<file path="src/include/hwm_pkg.sv">
// Purpose: constants shared by the hardware monitor event and power control block
// Assumes: 20 MHz mclk, byte-wide register port from the serial management front end
// Notes: offsets of limit and reading registers are local choices
package hwm_pkg;
  localparam logic [7:0] ADDR_RLR = 8'h40;
  localparam logic [7:0] ADDR_STAT1 = 8'h41;
  localparam logic [7:0] ADDR_STAT2 = 8'h42;
  localparam logic [7:0] ADDR_SFR = 8'h7c;
  localparam logic [7:0] ADDR_VOLT_GROUP_ENABLE = 8'h7e;
  localparam logic [7:0] ADDR_CONFIG_REGISTER = 8'h7f;
  localparam logic [7:0] ADDR_FAN_EN = 8'h80;
  localparam logic [7:0] ADDR_TEMP_EN = 8'h82;
  localparam logic [7:0] ADDR_READ_BASE = 8'h20;
  localparam logic [7:0] ADDR_LO_BASE = 8'h44;
  localparam logic [7:0] ADDR_HI_BASE = 8'h4c;
  localparam int NUM_CH = 8;
  localparam int CH_W = 3;
  localparam int NUM_FAN = 4;
  // conversion order: remote1, ambient, vcc, 12v, 5v, 2.5v, vccp, remote2
  localparam logic [2:0] CH_REMOTE1 = 3'h0;
  localparam logic [2:0] CH_AMBIENT = 3'h1;
  localparam logic [2:0] CH_REMOTE2 = 3'h7;
  localparam logic [7:0] TEMP_CH_MASK = 8'h83;
  localparam logic [7:0] VOLT_CH_MASK = 8'h7c;
  localparam int RLR_RUN = 0;
  localparam int RLR_LOCK = 1;
  localparam int RLR_READY = 2;
  localparam int SFR_LPSEL = 0;
  localparam int SFR_GLOBAL_EN = 2;
  localparam logic [7:0] SFR_SHUTDOWN_WMASK = 8'h07;
  localparam int CONFIG_REGISTER_SPEED3_ALERT = 0;
  localparam int CONFIG_REGISTER_DRIVE2_ALERT = 1;
  localparam int CONFIG_REGISTER_SOFT_INIT = 7;
  localparam int GROUP_EN = 0;
  localparam int ST2_FAULT_R1 = 6;
  localparam int ST2_FAULT_R2 = 7;
  localparam logic [7:0] SFR_RST = 8'h40;
  localparam logic [7:0] REG_RST = 8'h00;
  localparam logic [7:0] SENSOR_ERROR = 8'h80;
  localparam logic [7:0] DISABLED_READ = 8'h00;
  localparam int CLK_KHZ = 20000;
  localparam int IDLE_WAIT_MS = 1000;
  localparam int unsigned IDLE_CYCLES_DEF = IDLE_WAIT_MS * CLK_KHZ;
  localparam int IDLE_CNT_W = 25;
  typedef enum logic [1:0] {
    HWM_STOPPED = 2'b00,
    HWM_REQ = 2'b01,
    HWM_WAIT = 2'b10,
    HWM_PAUSE = 2'b11
  } hwm_state_t;
endpackage

</file>
<file path="src/rtl/hwm_irq_pwr.sv">
// Purpose: monitoring sequencer, limit status, alert routing and low-power control
// Assumes: register port and converter handshake on mclk; diode and tach fault pins asynchronous
// Notes: alert pins are open-drain; *_oe high means the pin is pulled low
`timescale 1ns/10ps
module hwm_irq_pwr #(
  parameter int unsigned IDLE_CYCLES = hwm_pkg::IDLE_CYCLES_DEF
) (
  input wire logic mclk,
  input wire logic reset,
  input wire logic reg_wr,
  input wire logic reg_rd,
  input wire logic [7:0] reg_addr,
  input wire logic [7:0] reg_wdata,
  output logic [7:0] reg_rdata,
  output logic reg_rvalid,
  input wire logic ara_req,
  output logic conv_start,
  output logic [2:0] conv_chan,
  input wire logic conv_done,
  input wire logic [7:0] conv_data,
  input wire logic [1:0] diode_fault_pin,
  input wire logic [1:0] diode_neg_gnd_pin,
  input wire logic [3:0] fan_fault_pin,
  output logic alert_n,
  output logic drive2_alert_oe,
  output logic speed3_alert_oe,
  output logic [2:0] zone_full_on,
  output logic osc_enable,
  output logic adc_enable
);

  ////////////////////////////////////////////////////////////////////////////
  // pin synchronisers
  logic [7:0] pin_meta;
  logic [7:0] pin_sync;
  always_ff @(posedge mclk)
  begin
    if (reset)
    begin
      pin_meta <= 8'h00;
      pin_sync <= 8'h00;
    end
    else
    begin
      pin_meta <= {fan_fault_pin, diode_neg_gnd_pin, diode_fault_pin};
      pin_sync <= pin_meta;
    end
  end
  logic [1:0] diode_fault;
  logic [1:0] diode_neg_gnd;
  logic [3:0] fan_fault;
  assign diode_fault = pin_sync[1:0];
  assign diode_neg_gnd = pin_sync[3:2];
  assign fan_fault = pin_sync[7:4];

  ////////////////////////////////////////////////////////////////////////////
  // configuration registers
  logic run;
  logic lock;
  logic ready;
  logic [7:0] sfr;
  logic [7:0] config_register;
  logic [7:0] volt_group_enable;
  logic [7:0] fan_en;
  logic [7:0] temp_en;
  logic [7:0] lim_lo [hwm_pkg::NUM_CH];
  logic [7:0] lim_hi [hwm_pkg::NUM_CH];
  logic [7:0] reading [hwm_pkg::NUM_CH];
  logic shutdown;
  logic active;
  logic wr_any;
  logic soft_init;
  logic pass_done;

  assign active = run;
  assign shutdown = !run && sfr[hwm_pkg::SFR_LPSEL];
  // in shutdown only the sfr and config register take writes
  assign wr_any = reg_wr && (!shutdown || reg_addr == hwm_pkg::ADDR_SFR || reg_addr == hwm_pkg::ADDR_CONFIG_REGISTER);
  assign soft_init = wr_any && reg_addr == hwm_pkg::ADDR_CONFIG_REGISTER && reg_wdata[hwm_pkg::CONFIG_REGISTER_SOFT_INIT];

  always_ff @(posedge mclk)
  begin
    if (reset || soft_init)
    begin
      run <= 1'b0;
      lock <= 1'b0;
      sfr <= hwm_pkg::SFR_RST;
      config_register <= hwm_pkg::REG_RST;
      volt_group_enable <= hwm_pkg::REG_RST;
      fan_en <= hwm_pkg::REG_RST;
      temp_en <= hwm_pkg::REG_RST;
    end
    else if (wr_any)
    begin
      unique case (reg_addr)
        hwm_pkg::ADDR_RLR:
        begin
          if (!lock)
            run <= reg_wdata[hwm_pkg::RLR_RUN];
          lock <= lock | reg_wdata[hwm_pkg::RLR_LOCK];
        end
        hwm_pkg::ADDR_SFR:
        begin
          if (shutdown)
            sfr[2:1] <= reg_wdata[2:1];
          else
            sfr[7:1] <= reg_wdata[7:1];
          if (!lock)
            sfr[hwm_pkg::SFR_LPSEL] <= reg_wdata[hwm_pkg::SFR_LPSEL];
        end
        hwm_pkg::ADDR_CONFIG_REGISTER: config_register <= {1'b0, reg_wdata[6:0]};
        hwm_pkg::ADDR_VOLT_GROUP_ENABLE: volt_group_enable <= reg_wdata;
        hwm_pkg::ADDR_FAN_EN: fan_en <= reg_wdata;
        hwm_pkg::ADDR_TEMP_EN: temp_en <= reg_wdata;
        default:
        begin
        end
      endcase
    end
  end

  // limits reset with the rest; readings survive soft init
  always_ff @(posedge mclk)
  begin
    for (int i = 0; i < hwm_pkg::NUM_CH; i++)
    begin
      if (reset || soft_init)
      begin
        lim_lo[i] <= hwm_pkg::REG_RST;
        lim_hi[i] <= hwm_pkg::SENSOR_ERROR - 8'h01;
      end
      else if (wr_any && reg_addr == hwm_pkg::ADDR_LO_BASE + 8'(i))
        lim_lo[i] <= reg_wdata;
      else if (wr_any && reg_addr == hwm_pkg::ADDR_HI_BASE + 8'(i))
        lim_hi[i] <= reg_wdata;
    end
  end

  ////////////////////////////////////////////////////////////////////////////
  // monitoring sequencer
  hwm_pkg::hwm_state_t state;
  logic [hwm_pkg::IDLE_CNT_W-1:0] idle_cnt;
  localparam logic [hwm_pkg::IDLE_CNT_W-1:0] IDLE_LAST = hwm_pkg::IDLE_CNT_W'(IDLE_CYCLES - 1);

  always_ff @(posedge mclk)
  begin
    if (reset || soft_init || !run)
    begin
      state <= hwm_pkg::HWM_STOPPED;
      conv_start <= 1'b0;
      conv_chan <= hwm_pkg::CH_REMOTE1;
      idle_cnt <= '0;
    end
    else
    begin
      conv_start <= 1'b0;
      unique case (state)
        hwm_pkg::HWM_STOPPED:
        begin
          conv_chan <= hwm_pkg::CH_REMOTE1;
          state <= hwm_pkg::HWM_REQ;
        end
        hwm_pkg::HWM_REQ:
        begin
          conv_start <= 1'b1;
          state <= hwm_pkg::HWM_WAIT;
        end
        hwm_pkg::HWM_WAIT:
          if (conv_done)
          begin
            conv_chan <= conv_chan + 3'h1;
            idle_cnt <= '0;
            state <= (conv_chan == hwm_pkg::CH_REMOTE2) ? hwm_pkg::HWM_PAUSE : hwm_pkg::HWM_REQ;
          end
        hwm_pkg::HWM_PAUSE:
          if (idle_cnt == IDLE_LAST)
            state <= hwm_pkg::HWM_REQ;
          else
            idle_cnt <= idle_cnt + 1'b1;
      endcase
    end
  end

  assign pass_done = state == hwm_pkg::HWM_WAIT && conv_done && conv_chan == hwm_pkg::CH_REMOTE2;

  always_ff @(posedge mclk)
  begin
    if (reset || soft_init)
      ready <= 1'b0;
    else if (pass_done)
      ready <= 1'b1;
  end

  ////////////////////////////////////////////////////////////////////////////
  // reading update and limit compare
  logic upd;
  logic is_temp;
  logic is_remote;
  logic rsel;
  logic diode_on;
  logic rfault;
  logic [7:0] new_val;
  logic err_new;
  logic ind_en;
  logic [7:0] set1;
  logic [7:0] cur_err;

  assign upd = state == hwm_pkg::HWM_WAIT && conv_done && run;
  assign is_temp = hwm_pkg::TEMP_CH_MASK[conv_chan];
  assign is_remote = conv_chan == hwm_pkg::CH_REMOTE1 || conv_chan == hwm_pkg::CH_REMOTE2;
  assign rsel = conv_chan == hwm_pkg::CH_REMOTE2;
  assign diode_on = rsel ? temp_en[3] : temp_en[1];
  assign rfault = is_remote && diode_fault[rsel];

  always_comb
  begin
    new_val = conv_data;
    if (rfault && !diode_on)
      new_val = hwm_pkg::DISABLED_READ;
    else if (rfault && !diode_neg_gnd[rsel])
      new_val = hwm_pkg::SENSOR_ERROR;
    if (is_temp)
      err_new = $signed(new_val) <= $signed(lim_lo[conv_chan]) || $signed(new_val) >= $signed(lim_hi[conv_chan]);
    else
      err_new = new_val <= lim_lo[conv_chan] || new_val >= lim_hi[conv_chan];
    unique case (conv_chan)
      hwm_pkg::CH_REMOTE1: ind_en = temp_en[1];
      hwm_pkg::CH_AMBIENT: ind_en = temp_en[2];
      hwm_pkg::CH_REMOTE2: ind_en = temp_en[3];
      default: ind_en = volt_group_enable[conv_chan - 3'h1];
    endcase
    set1 = (upd && err_new && ind_en) ? (8'h01 << conv_chan) : 8'h00;
  end

  always_ff @(posedge mclk)
  begin
    if (upd)
      reading[conv_chan] <= new_val;
  end

  always_ff @(posedge mclk)
  begin
    if (reset || soft_init)
      cur_err <= 8'h00;
    else if (upd)
      cur_err[conv_chan] <= err_new;
  end

  ////////////////////////////////////////////////////////////////////////////
  // status registers
  logic [7:0] st1;
  logic [7:0] st2;
  logic [7:0] set2;
  logic [7:0] st2_cond;
  logic rd_ok;

  assign rd_ok = reg_rd && !shutdown;
  assign st2_cond = {diode_fault[1], diode_fault[0], 2'b00, fan_fault};
  assign set2 = active ? (st2_cond & {temp_en[3], temp_en[1], 2'b00, fan_en[4:1]}) : 8'h00;

  // set wins over the read clear; writes to their addresses are ignored
  always_ff @(posedge mclk)
  begin
    if (reset || soft_init)
    begin
      st1 <= 8'h00;
      st2 <= 8'h00;
    end
    else
    begin
      if (rd_ok && reg_addr == hwm_pkg::ADDR_STAT1)
        st1 <= (st1 & cur_err) | set1;
      else
        st1 <= st1 | set1;
      if (rd_ok && reg_addr == hwm_pkg::ADDR_STAT2)
        st2 <= (st2 & st2_cond) | set2;
      else
        st2 <= st2 | set2;
    end
  end

  ////////////////////////////////////////////////////////////////////////////
  // register read port
  always_ff @(posedge mclk)
  begin
    if (reset)
    begin
      reg_rdata <= 8'h00;
      reg_rvalid <= 1'b0;
    end
    else
    begin
      reg_rvalid <= reg_rd;
      reg_rdata <= 8'h00;
      if (rd_ok)
      begin
        unique case (reg_addr)
          hwm_pkg::ADDR_RLR: reg_rdata <= {5'h00, ready, lock, run};
          hwm_pkg::ADDR_STAT1: reg_rdata <= st1;
          hwm_pkg::ADDR_STAT2: reg_rdata <= st2;
          hwm_pkg::ADDR_SFR: reg_rdata <= sfr;
          hwm_pkg::ADDR_VOLT_GROUP_ENABLE: reg_rdata <= volt_group_enable;
          hwm_pkg::ADDR_CONFIG_REGISTER: reg_rdata <= config_register;
          hwm_pkg::ADDR_FAN_EN: reg_rdata <= fan_en;
          hwm_pkg::ADDR_TEMP_EN: reg_rdata <= temp_en;
          default:
          begin
            for (int i = 0; i < hwm_pkg::NUM_CH; i++)
            begin
              if (reg_addr == hwm_pkg::ADDR_READ_BASE + 8'(i))
                reg_rdata <= reading[i];
              if (reg_addr == hwm_pkg::ADDR_LO_BASE + 8'(i))
                reg_rdata <= lim_lo[i];
              if (reg_addr == hwm_pkg::ADDR_HI_BASE + 8'(i))
                reg_rdata <= lim_hi[i];
            end
          end
        endcase
      end
    end
  end

  ////////////////////////////////////////////////////////////////////////////
  // alert generation and routing
  logic alert_cond;
  logic released;

  // diode fault bits are left out on purpose; they act through the 80h reading
  assign alert_cond = sfr[hwm_pkg::SFR_GLOBAL_EN] && active && (
    (temp_en[hwm_pkg::GROUP_EN] && |(st1 & hwm_pkg::TEMP_CH_MASK)) ||
    (volt_group_enable[hwm_pkg::GROUP_EN] && |(st1 & hwm_pkg::VOLT_CH_MASK)) ||
    (fan_en[hwm_pkg::GROUP_EN] && |st2[3:0]));

  // a release lasts until some status bit newly sets
  always_ff @(posedge mclk)
  begin
    if (reset || soft_init)
      released <= 1'b0;
    else if (|(set1 & ~st1) || |(set2 & ~st2))
      released <= 1'b0;
    else if (ara_req && !alert_n)
      released <= 1'b1;
  end

  always_ff @(posedge mclk)
  begin
    if (reset)
    begin
      alert_n <= 1'b1;
      drive2_alert_oe <= 1'b0;
      speed3_alert_oe <= 1'b0;
    end
    else
    begin
      alert_n <= !(alert_cond && !released);
      drive2_alert_oe <= config_register[hwm_pkg::CONFIG_REGISTER_DRIVE2_ALERT] && alert_cond && !released;
      speed3_alert_oe <= config_register[hwm_pkg::CONFIG_REGISTER_SPEED3_ALERT] && alert_cond && !released;
    end
  end

  ////////////////////////////////////////////////////////////////////////////
  // fan forcing and power control
  always_ff @(posedge mclk)
  begin
    if (reset)
    begin
      zone_full_on <= 3'b111;
      osc_enable <= 1'b1;
      adc_enable <= 1'b0;
    end
    else
    begin
      zone_full_on[0] <= !run || reading[hwm_pkg::CH_REMOTE1] == hwm_pkg::SENSOR_ERROR;
      zone_full_on[1] <= !run || reading[hwm_pkg::CH_AMBIENT] == hwm_pkg::SENSOR_ERROR;
      zone_full_on[2] <= !run || reading[hwm_pkg::CH_REMOTE2] == hwm_pkg::SENSOR_ERROR;
      osc_enable <= !shutdown;
      adc_enable <= run;
    end
  end
endmodule // hwm_irq_pwr

</file>
<file path="config.mk">
export PLATFORM = sky130hd
export DESIGN_NAME = hwm_irq_pwr
export DESIGN_NICKNAME = d
export VERILOG_FILES = /design/src/include/hwm_pkg.sv /design/src/rtl/hwm_irq_pwr.sv
export SDC_FILE = /design/constraint.sdc
export NUM_CORES = 1
export LEC_CHECK = 0
export ABC_AREA = 0
export BUFFER_PORTS_ARGS = -buffer_cell sky130_fd_sc_hd__buf_2
export CORE_ASPECT_RATIO = 0.6
export CORE_MARGIN = 2
export CORE_UTILIZATION = 65
export CTS_CLUSTER_SIZE = 20
export DETAILED_ROUTE_END_ITERATION = 6
export HOLD_SLACK_MARGIN = 0.08
export PLACE_DENSITY = 0.81
export SKIP_CTS_REPAIR_TIMING = 1
export SKIP_LAST_GASP = 1
export SYNTH_ARGS = -nofsm -noshare
export SYNTH_HDL_FRONTEND = slang
export SYNTH_SLANG_ARGS = --single-unit
</file>
<file path="constraint.sdc">
create_clock -name mclk -period 5.2 [get_ports mclk]
set_input_delay 0.78 -clock mclk [delete_from_list [all_inputs] [get_ports mclk]]
set_output_delay 0.78 -clock mclk [all_outputs]
set_load 0.01 [all_outputs]
</file>
==> results.txt, run 1 <==
Vias in the first global route: 12550
Seq/Total Area, Yosys: 0.5203
WP depth: 13
Slack of the worst reg-to-reg path: 0.62 ns
Yosys top cell by area: edfxtp_1
Ranking of synthesized cells by area: edfxtp_1 36%, dfxtp_1 16%, mux4_2 4.7%
R2R depth: 13
Area Growth Syn to Fin: 9.655%
Max Cap Violations: 0
Fin Clk Skew: 0.02043 ns
Setup tns final: 0 ns
CTS H-tree depth: 1
Share of layout cells above drive strength 1: 0.1511
Main combinational cell family by area after synthesis: simple AND/OR/NAND/NOR gates
Max-Slew Margin vs Limit: 0.1281
DRC: 59
Synth Area in XOR/XNOR: 0.01135
Clk slew on worst S/H paths: 0.07 ns
Top cell type's share of synthesized area: 0.3559
Cell repeated most along the worst path: ha_1
Critical Path RT: 5.63 ns
Seq cells post-synth: 325
CP Launch Point: conv_chan[0]$_SDFFE_PP0P_
Final setup fails: 0
Area of the multi-input gates: 7278 sq um
Final ANT Viol Nets: 0
Num ports: 59
Final min period: 4.578 ns
Via count: 13870
Top Family by Delay on Critical Path: compound AO/OA/AOI/OAI gates
Clock Sinks: 325
Number of antenna violations at the first check in global routing: 5
Critical Path Sink: st1[2]$_SDFF_PP0_
Worst reg2reg endpoint: st1[2]$_SDFF_PP0_
Routed WL: 58480 microns
Outcome: complete, but fails checks
Maximum clock frequency: 218.5 MHz
Failing checks: design-rule violations
Critical R2R Launch: conv_chan[0]$_SDFFE_PP0P_
Power Dens Cells: 299.4 nW/um^2
CORE AREA: 24330 sq um
Hold/Removal Path Class: in2reg
Slowest-stage cell, CP: nor2b_1
Worst slew pin tran: 1.294 ns
GPL Wtd Cong: 1.145
Most common flop cell mapped by yosys: edfxtp_1
Die ar.: 26240 sq um
PortBufs: 58
Fin crit share: 0.8803
Buf/Inv on CP: 0
Synth Area in Simple Gates: 0.1845
Crit path cell chain: ha_1 > ha_1 > nand2_1 > a21boi_0 > o21a_1 > nor2b_1 > ha_1 > nand4_1 > o22ai_1 > nor3_1 > o31ai_1 > o211ai_1 > o32ai_1
DRT Pass-1 Iters: 7
RSZ-0062 raised after global routing: false
Post-synthesis adder-cell area fraction: 0.02240
Maximum vdd drop: 309.7 uV
Site Rows: 44
Initial Util: 0.6657
Reg area: 8429 sq um
Die height: 126.3 microns
Global route overflow: 0
Initial DRC count: 2858
Post-Syn Area per Cell: 11.06 sq um
EDFF count, synth: 192
Synth cell types: 86
Syn Inst Count: 1465
CTS buffer count: 30
Vias per cell: 7.528
Max clock buf depth: 3
Post-synthesis mux area share: 0.09138
Nets: 1559
Most frequent cells in the layout: 192 x edfxtp_1, 132 x dfxtp_1, 126 x nor2_1, 64 x a21oi_1, 64 x or3_1
P_leak: 0.006193 uW
Crit path max fanout: 11
Final core utilization: 0.7299
Syn Nets: 1532
Pin count of the biggest net entering global routing: 53
GRT Util Overall: 0.4425
Die W: 207.8 microns
Synth Cell Area: 16200 sq um
Setup crit start kind: flip-flop
CP Capture Type: flip-flop
Clock root cell: clkbuf_16
CP peak stage delay: 0.92 ns
CP Data Arrival Time: 5.01 ns
Endpoints failing hold: 0
CTS tree: done
Worst-Skew Late Latency: 0.58 ns
FILL cells: 1667
Final HPWL DP: 42750 microns
Slew Limit Fails: 0
Final Hold Slack: 0.4031 ns
Global-route wire length before repair: 84680 microns
Commonest non-fill, non-tap cell in the layout: edfxtp_1
Area fraction in compound gates after synthesis: 0.1389
CP Class: reg2reg
Yosys warns: 0
Ys async rst share: 0
Drt wl/cell: 31.75 microns
## kinds of logic (layout without fill, tap and decap cells)
| kind of cell | count (synthesis) | after routing |
|---|---|---|
| buf+inv | 122 | 173 |
| compound gates | 329 | 329 |
| simple gates | 535 | 535 |
| other cells | 0 | 4 |
| flops | 325 | 325 |
| xor+xnor | 21 | 21 |
| mux | 104 | 104 |
| fa+ha+maj | 29 | 29 |
## sequential cells by signal, indices dropped and copies added, names as in the netlist, 6 cells and up, named ones only
name               cells
lim_hi                64
lim_lo                64
reading               64
idle_cnt              25
cur_err                8
fan_en                 8
pin_meta               8
pin_sync               8
reg_rdata              8
sfr                    8
st1                    8
temp_en                8
volt_group_enable      8
config_register        7
st2                    6
## worst min path at each step
stage	startpoint	to	slack, ns	cells after the start
2_1_floorplan	pin_meta[0]$_SDFF_PP0_	pin_sync[0]$_SDFF_PP0_	0.41	1
3_3_place_gp	pin_meta[0]$_SDFF_PP0_	pin_sync[0]$_SDFF_PP0_	0.42	1
3_5_place_dp	pin_meta[1]$_SDFF_PP0_	pin_sync[1]$_SDFF_PP0_	0.43	1
4_1_cts	fan_fault_pin[1]	pin_meta[5]$_SDFF_PP0_	0.40	2
5_1_grt	fan_fault_pin[3]	pin_meta[7]$_SDFF_PP0_	0.40	2
6_report	fan_fault_pin[1]	pin_meta[5]$_SDFF_PP0_	0.40	2
## power by group
group / internal, uW / leakage [uW] / total (uW) / switching (uW)
Combinational: 80.3 / 0.00281 / 311 / 230
Sequential: 2760 / 0.00290 / 2790 / 38.5
Clock: 1210 / 0.000484 / 2210 / 1010
Total: 4040 / 0.00619 / 5320 / 1280
## metrics by stage
stage               power, uW  std cells  setup WS [ns]  cell area (sq um)
floorplan                2993       1465          1.576              16200
global placement         3129       1782          1.044              16780
detailed placement       3134       1782         0.7752              16780
CTS                      5282       1838         0.7520              17750
global route             5418       1839         0.4268              17750
finish                   5318       1842         0.6224              17760
## cells in the mapped netlist (all sizes together), types with 34 or more instances
master	count
nor2	129
clkbuf	78
and3	43
edfxtp	192
mux2i	59
nand3	49
nand2	63
a21oi	64
or3	64
nor3	53
mux4	34
nor2b	41
o21ai	69
dfxtp	133
## metal layers
| metal | routed length (microns) | part of all wire | global-route usage | vias to the layer above |
|---|---|---|---|---|
| li1 | - | - | - | 5693 |
| met1 | 22820 | 0.39 | 0.6604 | 6647 |
| met2 | 21480 | 0.37 | 0.5542 | 1342 |
| met3 | 12420 | 0.21 | 0.2484 | 173 |
| met4 | 1381 | 0.024 | 0.06842 | 12 |
| met5 | 376 | 0.0064 | 0.09437 | - |
## layout make-up
| class | instances | share of cell area |
|---|---|---|
| diodes | 4 | 0.0005635 |
| clock inverters | 17 | 0.007044 |
| well taps | 322 | 0.02268 |
| repair buffers | 96 | 0.03311 |
| inverters | 21 | 0.004438 |
| flip-flops and latches | 325 | 0.4746 |
| clock buffers | 39 | 0.04783 |
| multi-input cells | 1018 | 0.4098 |
## worst reg2reg max path, cell delays in order, from the launching register on
cell	delay (ns)
dfxtp_1	0.60
ha_1	0.29
ha_1	0.38
nand2_1	0.13
a21boi_0	0.16
o21a_1	0.33
nor2b_1	0.93
ha_1	0.42
nand4_1	0.12
o22ai_1	0.08
nor3_1	0.17
o31ai_1	0.12
o211ai_1	0.54
o32ai_1	0.17
Note: power is estimated with default switching activity, not from simulation.
==> inputs of run 2 (changes only) <==
--- a/config.mk
+++ b/config.mk
@@ -13,7 +13,7 @@
 export CTS_CLUSTER_SIZE = 20
 export DETAILED_ROUTE_END_ITERATION = 6
 export HOLD_SLACK_MARGIN = 0.08
-export PLACE_DENSITY = 0.81
+export PLACE_DENSITY = 0.84
 export SKIP_CTS_REPAIR_TIMING = 1
 export SKIP_LAST_GASP = 1
 export SYNTH_ARGS = -nofsm -noshare
==> run 2 against run 1 <==
  * Sequential power about the same
  * Largest cell class unchanged
  * Clock skew decreased by 0.0078 ns
  * Via count about the same
  * The run still ends with design-rule violations left
==> results.txt, run 2 (synthesized netlist as in run 1, its figures left out) <==
DRC: 67
Worst slew pin tran: 1.217 ns
Number of antenna violations at the first check in global routing: 2
Area Growth Syn to Fin: 9.362%
Fin crit share: 0.8587
Worst-Skew Late Latency: 0.57 ns
Global route overflow: 0
Maximum vdd drop: 294.3 uV
Final Hold Slack: 0.4173 ns
Slowest-stage cell, CP: dfxtp_1
Maximum clock frequency: 224.0 MHz
PortBufs: 58
Slew Limit Fails: 0
Drt wl/cell: 31.38 microns
Hold/Removal Path Class: in2reg
Final HPWL DP: 42260 microns
Max clock buf depth: 3
Routed WL: 57570 microns
Num ports: 59
Outcome: complete, but fails checks
CP Class: reg2reg
Final setup fails: 0
Commonest non-fill, non-tap cell in the layout: edfxtp_1
CP Capture Type: flip-flop
CTS buffer count: 29
CP peak stage delay: 0.73 ns
Final instance area: 17710 sq um
Placed Area: 16760 sq um
Global-route wire length before repair: 82050 microns
Buf/Inv on CP: 1
Crit path max fanout: 19
Cell repeated most along the worst path: ha_1
CTS H-tree depth: 1
Biggest registers after layout: lim_hi x64, lim_lo x64, reading x64
Critical Path RT: 5.62 ns
DRT Pass-1 Iters: 7
Final min period: 4.465 ns
Most frequent cells in the layout: 192 x edfxtp_1, 132 x dfxtp_1, 126 x nor2_1, 64 x a21oi_1, 64 x or3_1
Fin Clk Skew: 0.01268 ns
RSZ-0062 raised after global routing: false
Vias in the first global route: 12140
Endpoints failing hold: 0
P_leak: 0.006171 uW
Via count: 13860
Clk slew on worst S/H paths: 0.07 ns
Max Cap Violations: 0
Pin count of the biggest net entering global routing: 53
Failing checks: design-rule violations
Max-Slew Margin vs Limit: 0.1803
Nets: 1557
GRT Util Overall: 0.4294
Clock root cell: clkbuf_16
Site Rows: 44
Final ANT Viol Nets: 0
Die height: 126.3 microns
Vias per cell: 7.551
CORE AREA: 24330 sq um
Setup crit start kind: flip-flop
CTS tree: done
Share of layout cells above drive strength 1: 0.1476
Initial Util: 0.6657
Clock Sinks: 325
Top Family by Delay on Critical Path: compound AO/OA/AOI/OAI gates
Setup tns final: 0 ns
Crit path cell chain: ha_1 > nand2_1 > a21boi_0 > o21a_1 > nor2b_1 > inv_1 > ha_1 > nand4_1 > o22ai_1 > nor3_1 > o31ai_1 > o211ai_1 > o32ai_1
Power Dens Cells: 299.6 nW/um^2
Die W: 207.8 microns
Die ar.: 26240 sq um
CP Data Arrival Time: 4.88 ns
Initial DRC count: 3216
GPL Wtd Cong: 1.123
==> run 2: worst register-to-register path, delay by kind of cell, from the launching register on <==
| family | cells | cell delay [ns] |
|---|---|---|
| compound gates | 6 | 1.43 |
| fa+ha+maj | 2 | 0.83 |
| buf+inv | 1 | 0.21 |
| flops | 1 | 0.73 |
| simple gates | 4 | 1.11 |
==> run 2: layout make-up <==
| class | count | area [sq um] |
|---|---|---|
| diodes | 2 | 5.005 |
| clock buffers | 38 | 799.5 |
| clock inverters | 14 | 152.6 |
| fillers | 1701 | 6619 |
| inverters | 21 | 78.83 |
| multi-input cells | 1018 | 7278 |
| flip-flops and latches | 325 | 8429 |
| well taps | 322 | 402.9 |
| repair buffers | 95 | 568.0 |
==> run 2: final timing paths <==
| kind | start | end | slack (ns) | cells after the start |
|---|---|---|---|---|
| min | diode_fault_pin[1] | pin_meta[1]$_SDFF_PP0_ | 0.42 | 2 |
| min reg2reg | pin_meta[2]$_SDFF_PP0_ | pin_sync[2]$_SDFF_PP0_ | 0.44 | 1 |
| max reg2reg | conv_chan[2]$_SDFFE_PP0P_ | st1[2]$_SDFF_PP0_ | 0.73 | 13 |
| max | conv_chan[2]$_SDFFE_PP0P_ | st1[2]$_SDFF_PP0_ | 0.73 | 13 |
==> run 2: per-layer routing <==
metal	global-route usage	vias to the layer above	routed length (microns)
li1	-	5690	-
met1	0.6376	6665	22510
met2	0.5267	1335	21000
met3	0.2686	167	12550
met4	0.07009	0	1520
met5	0.009074	-	0
==> run 2: through the flow <==
stage,setup slack [ns],utilization,cells,total power [uW]
5_1_grt,0.4688,0.7278,1833,5401
4_1_cts,0.8127,0.7278,1833,5264
3_5_place_dp,0.8571,0.6887,1781,3134
6_report,0.7347,0.7280,1835,5307
2_1_floorplan,1.576,-,1465,2993
3_3_place_gp,0.9998,0.6887,1781,3129
==> run 2: report_power, final <==
part	total (uW)	leakage [uW]	internal (uW)	switching (uW)
Clock	2200	0.000468	1230	970
Sequential	2800	0.00290	2760	39.4
Combinational	310	0.00281	79.3	231
Total	5310	0.00617	4070	1240
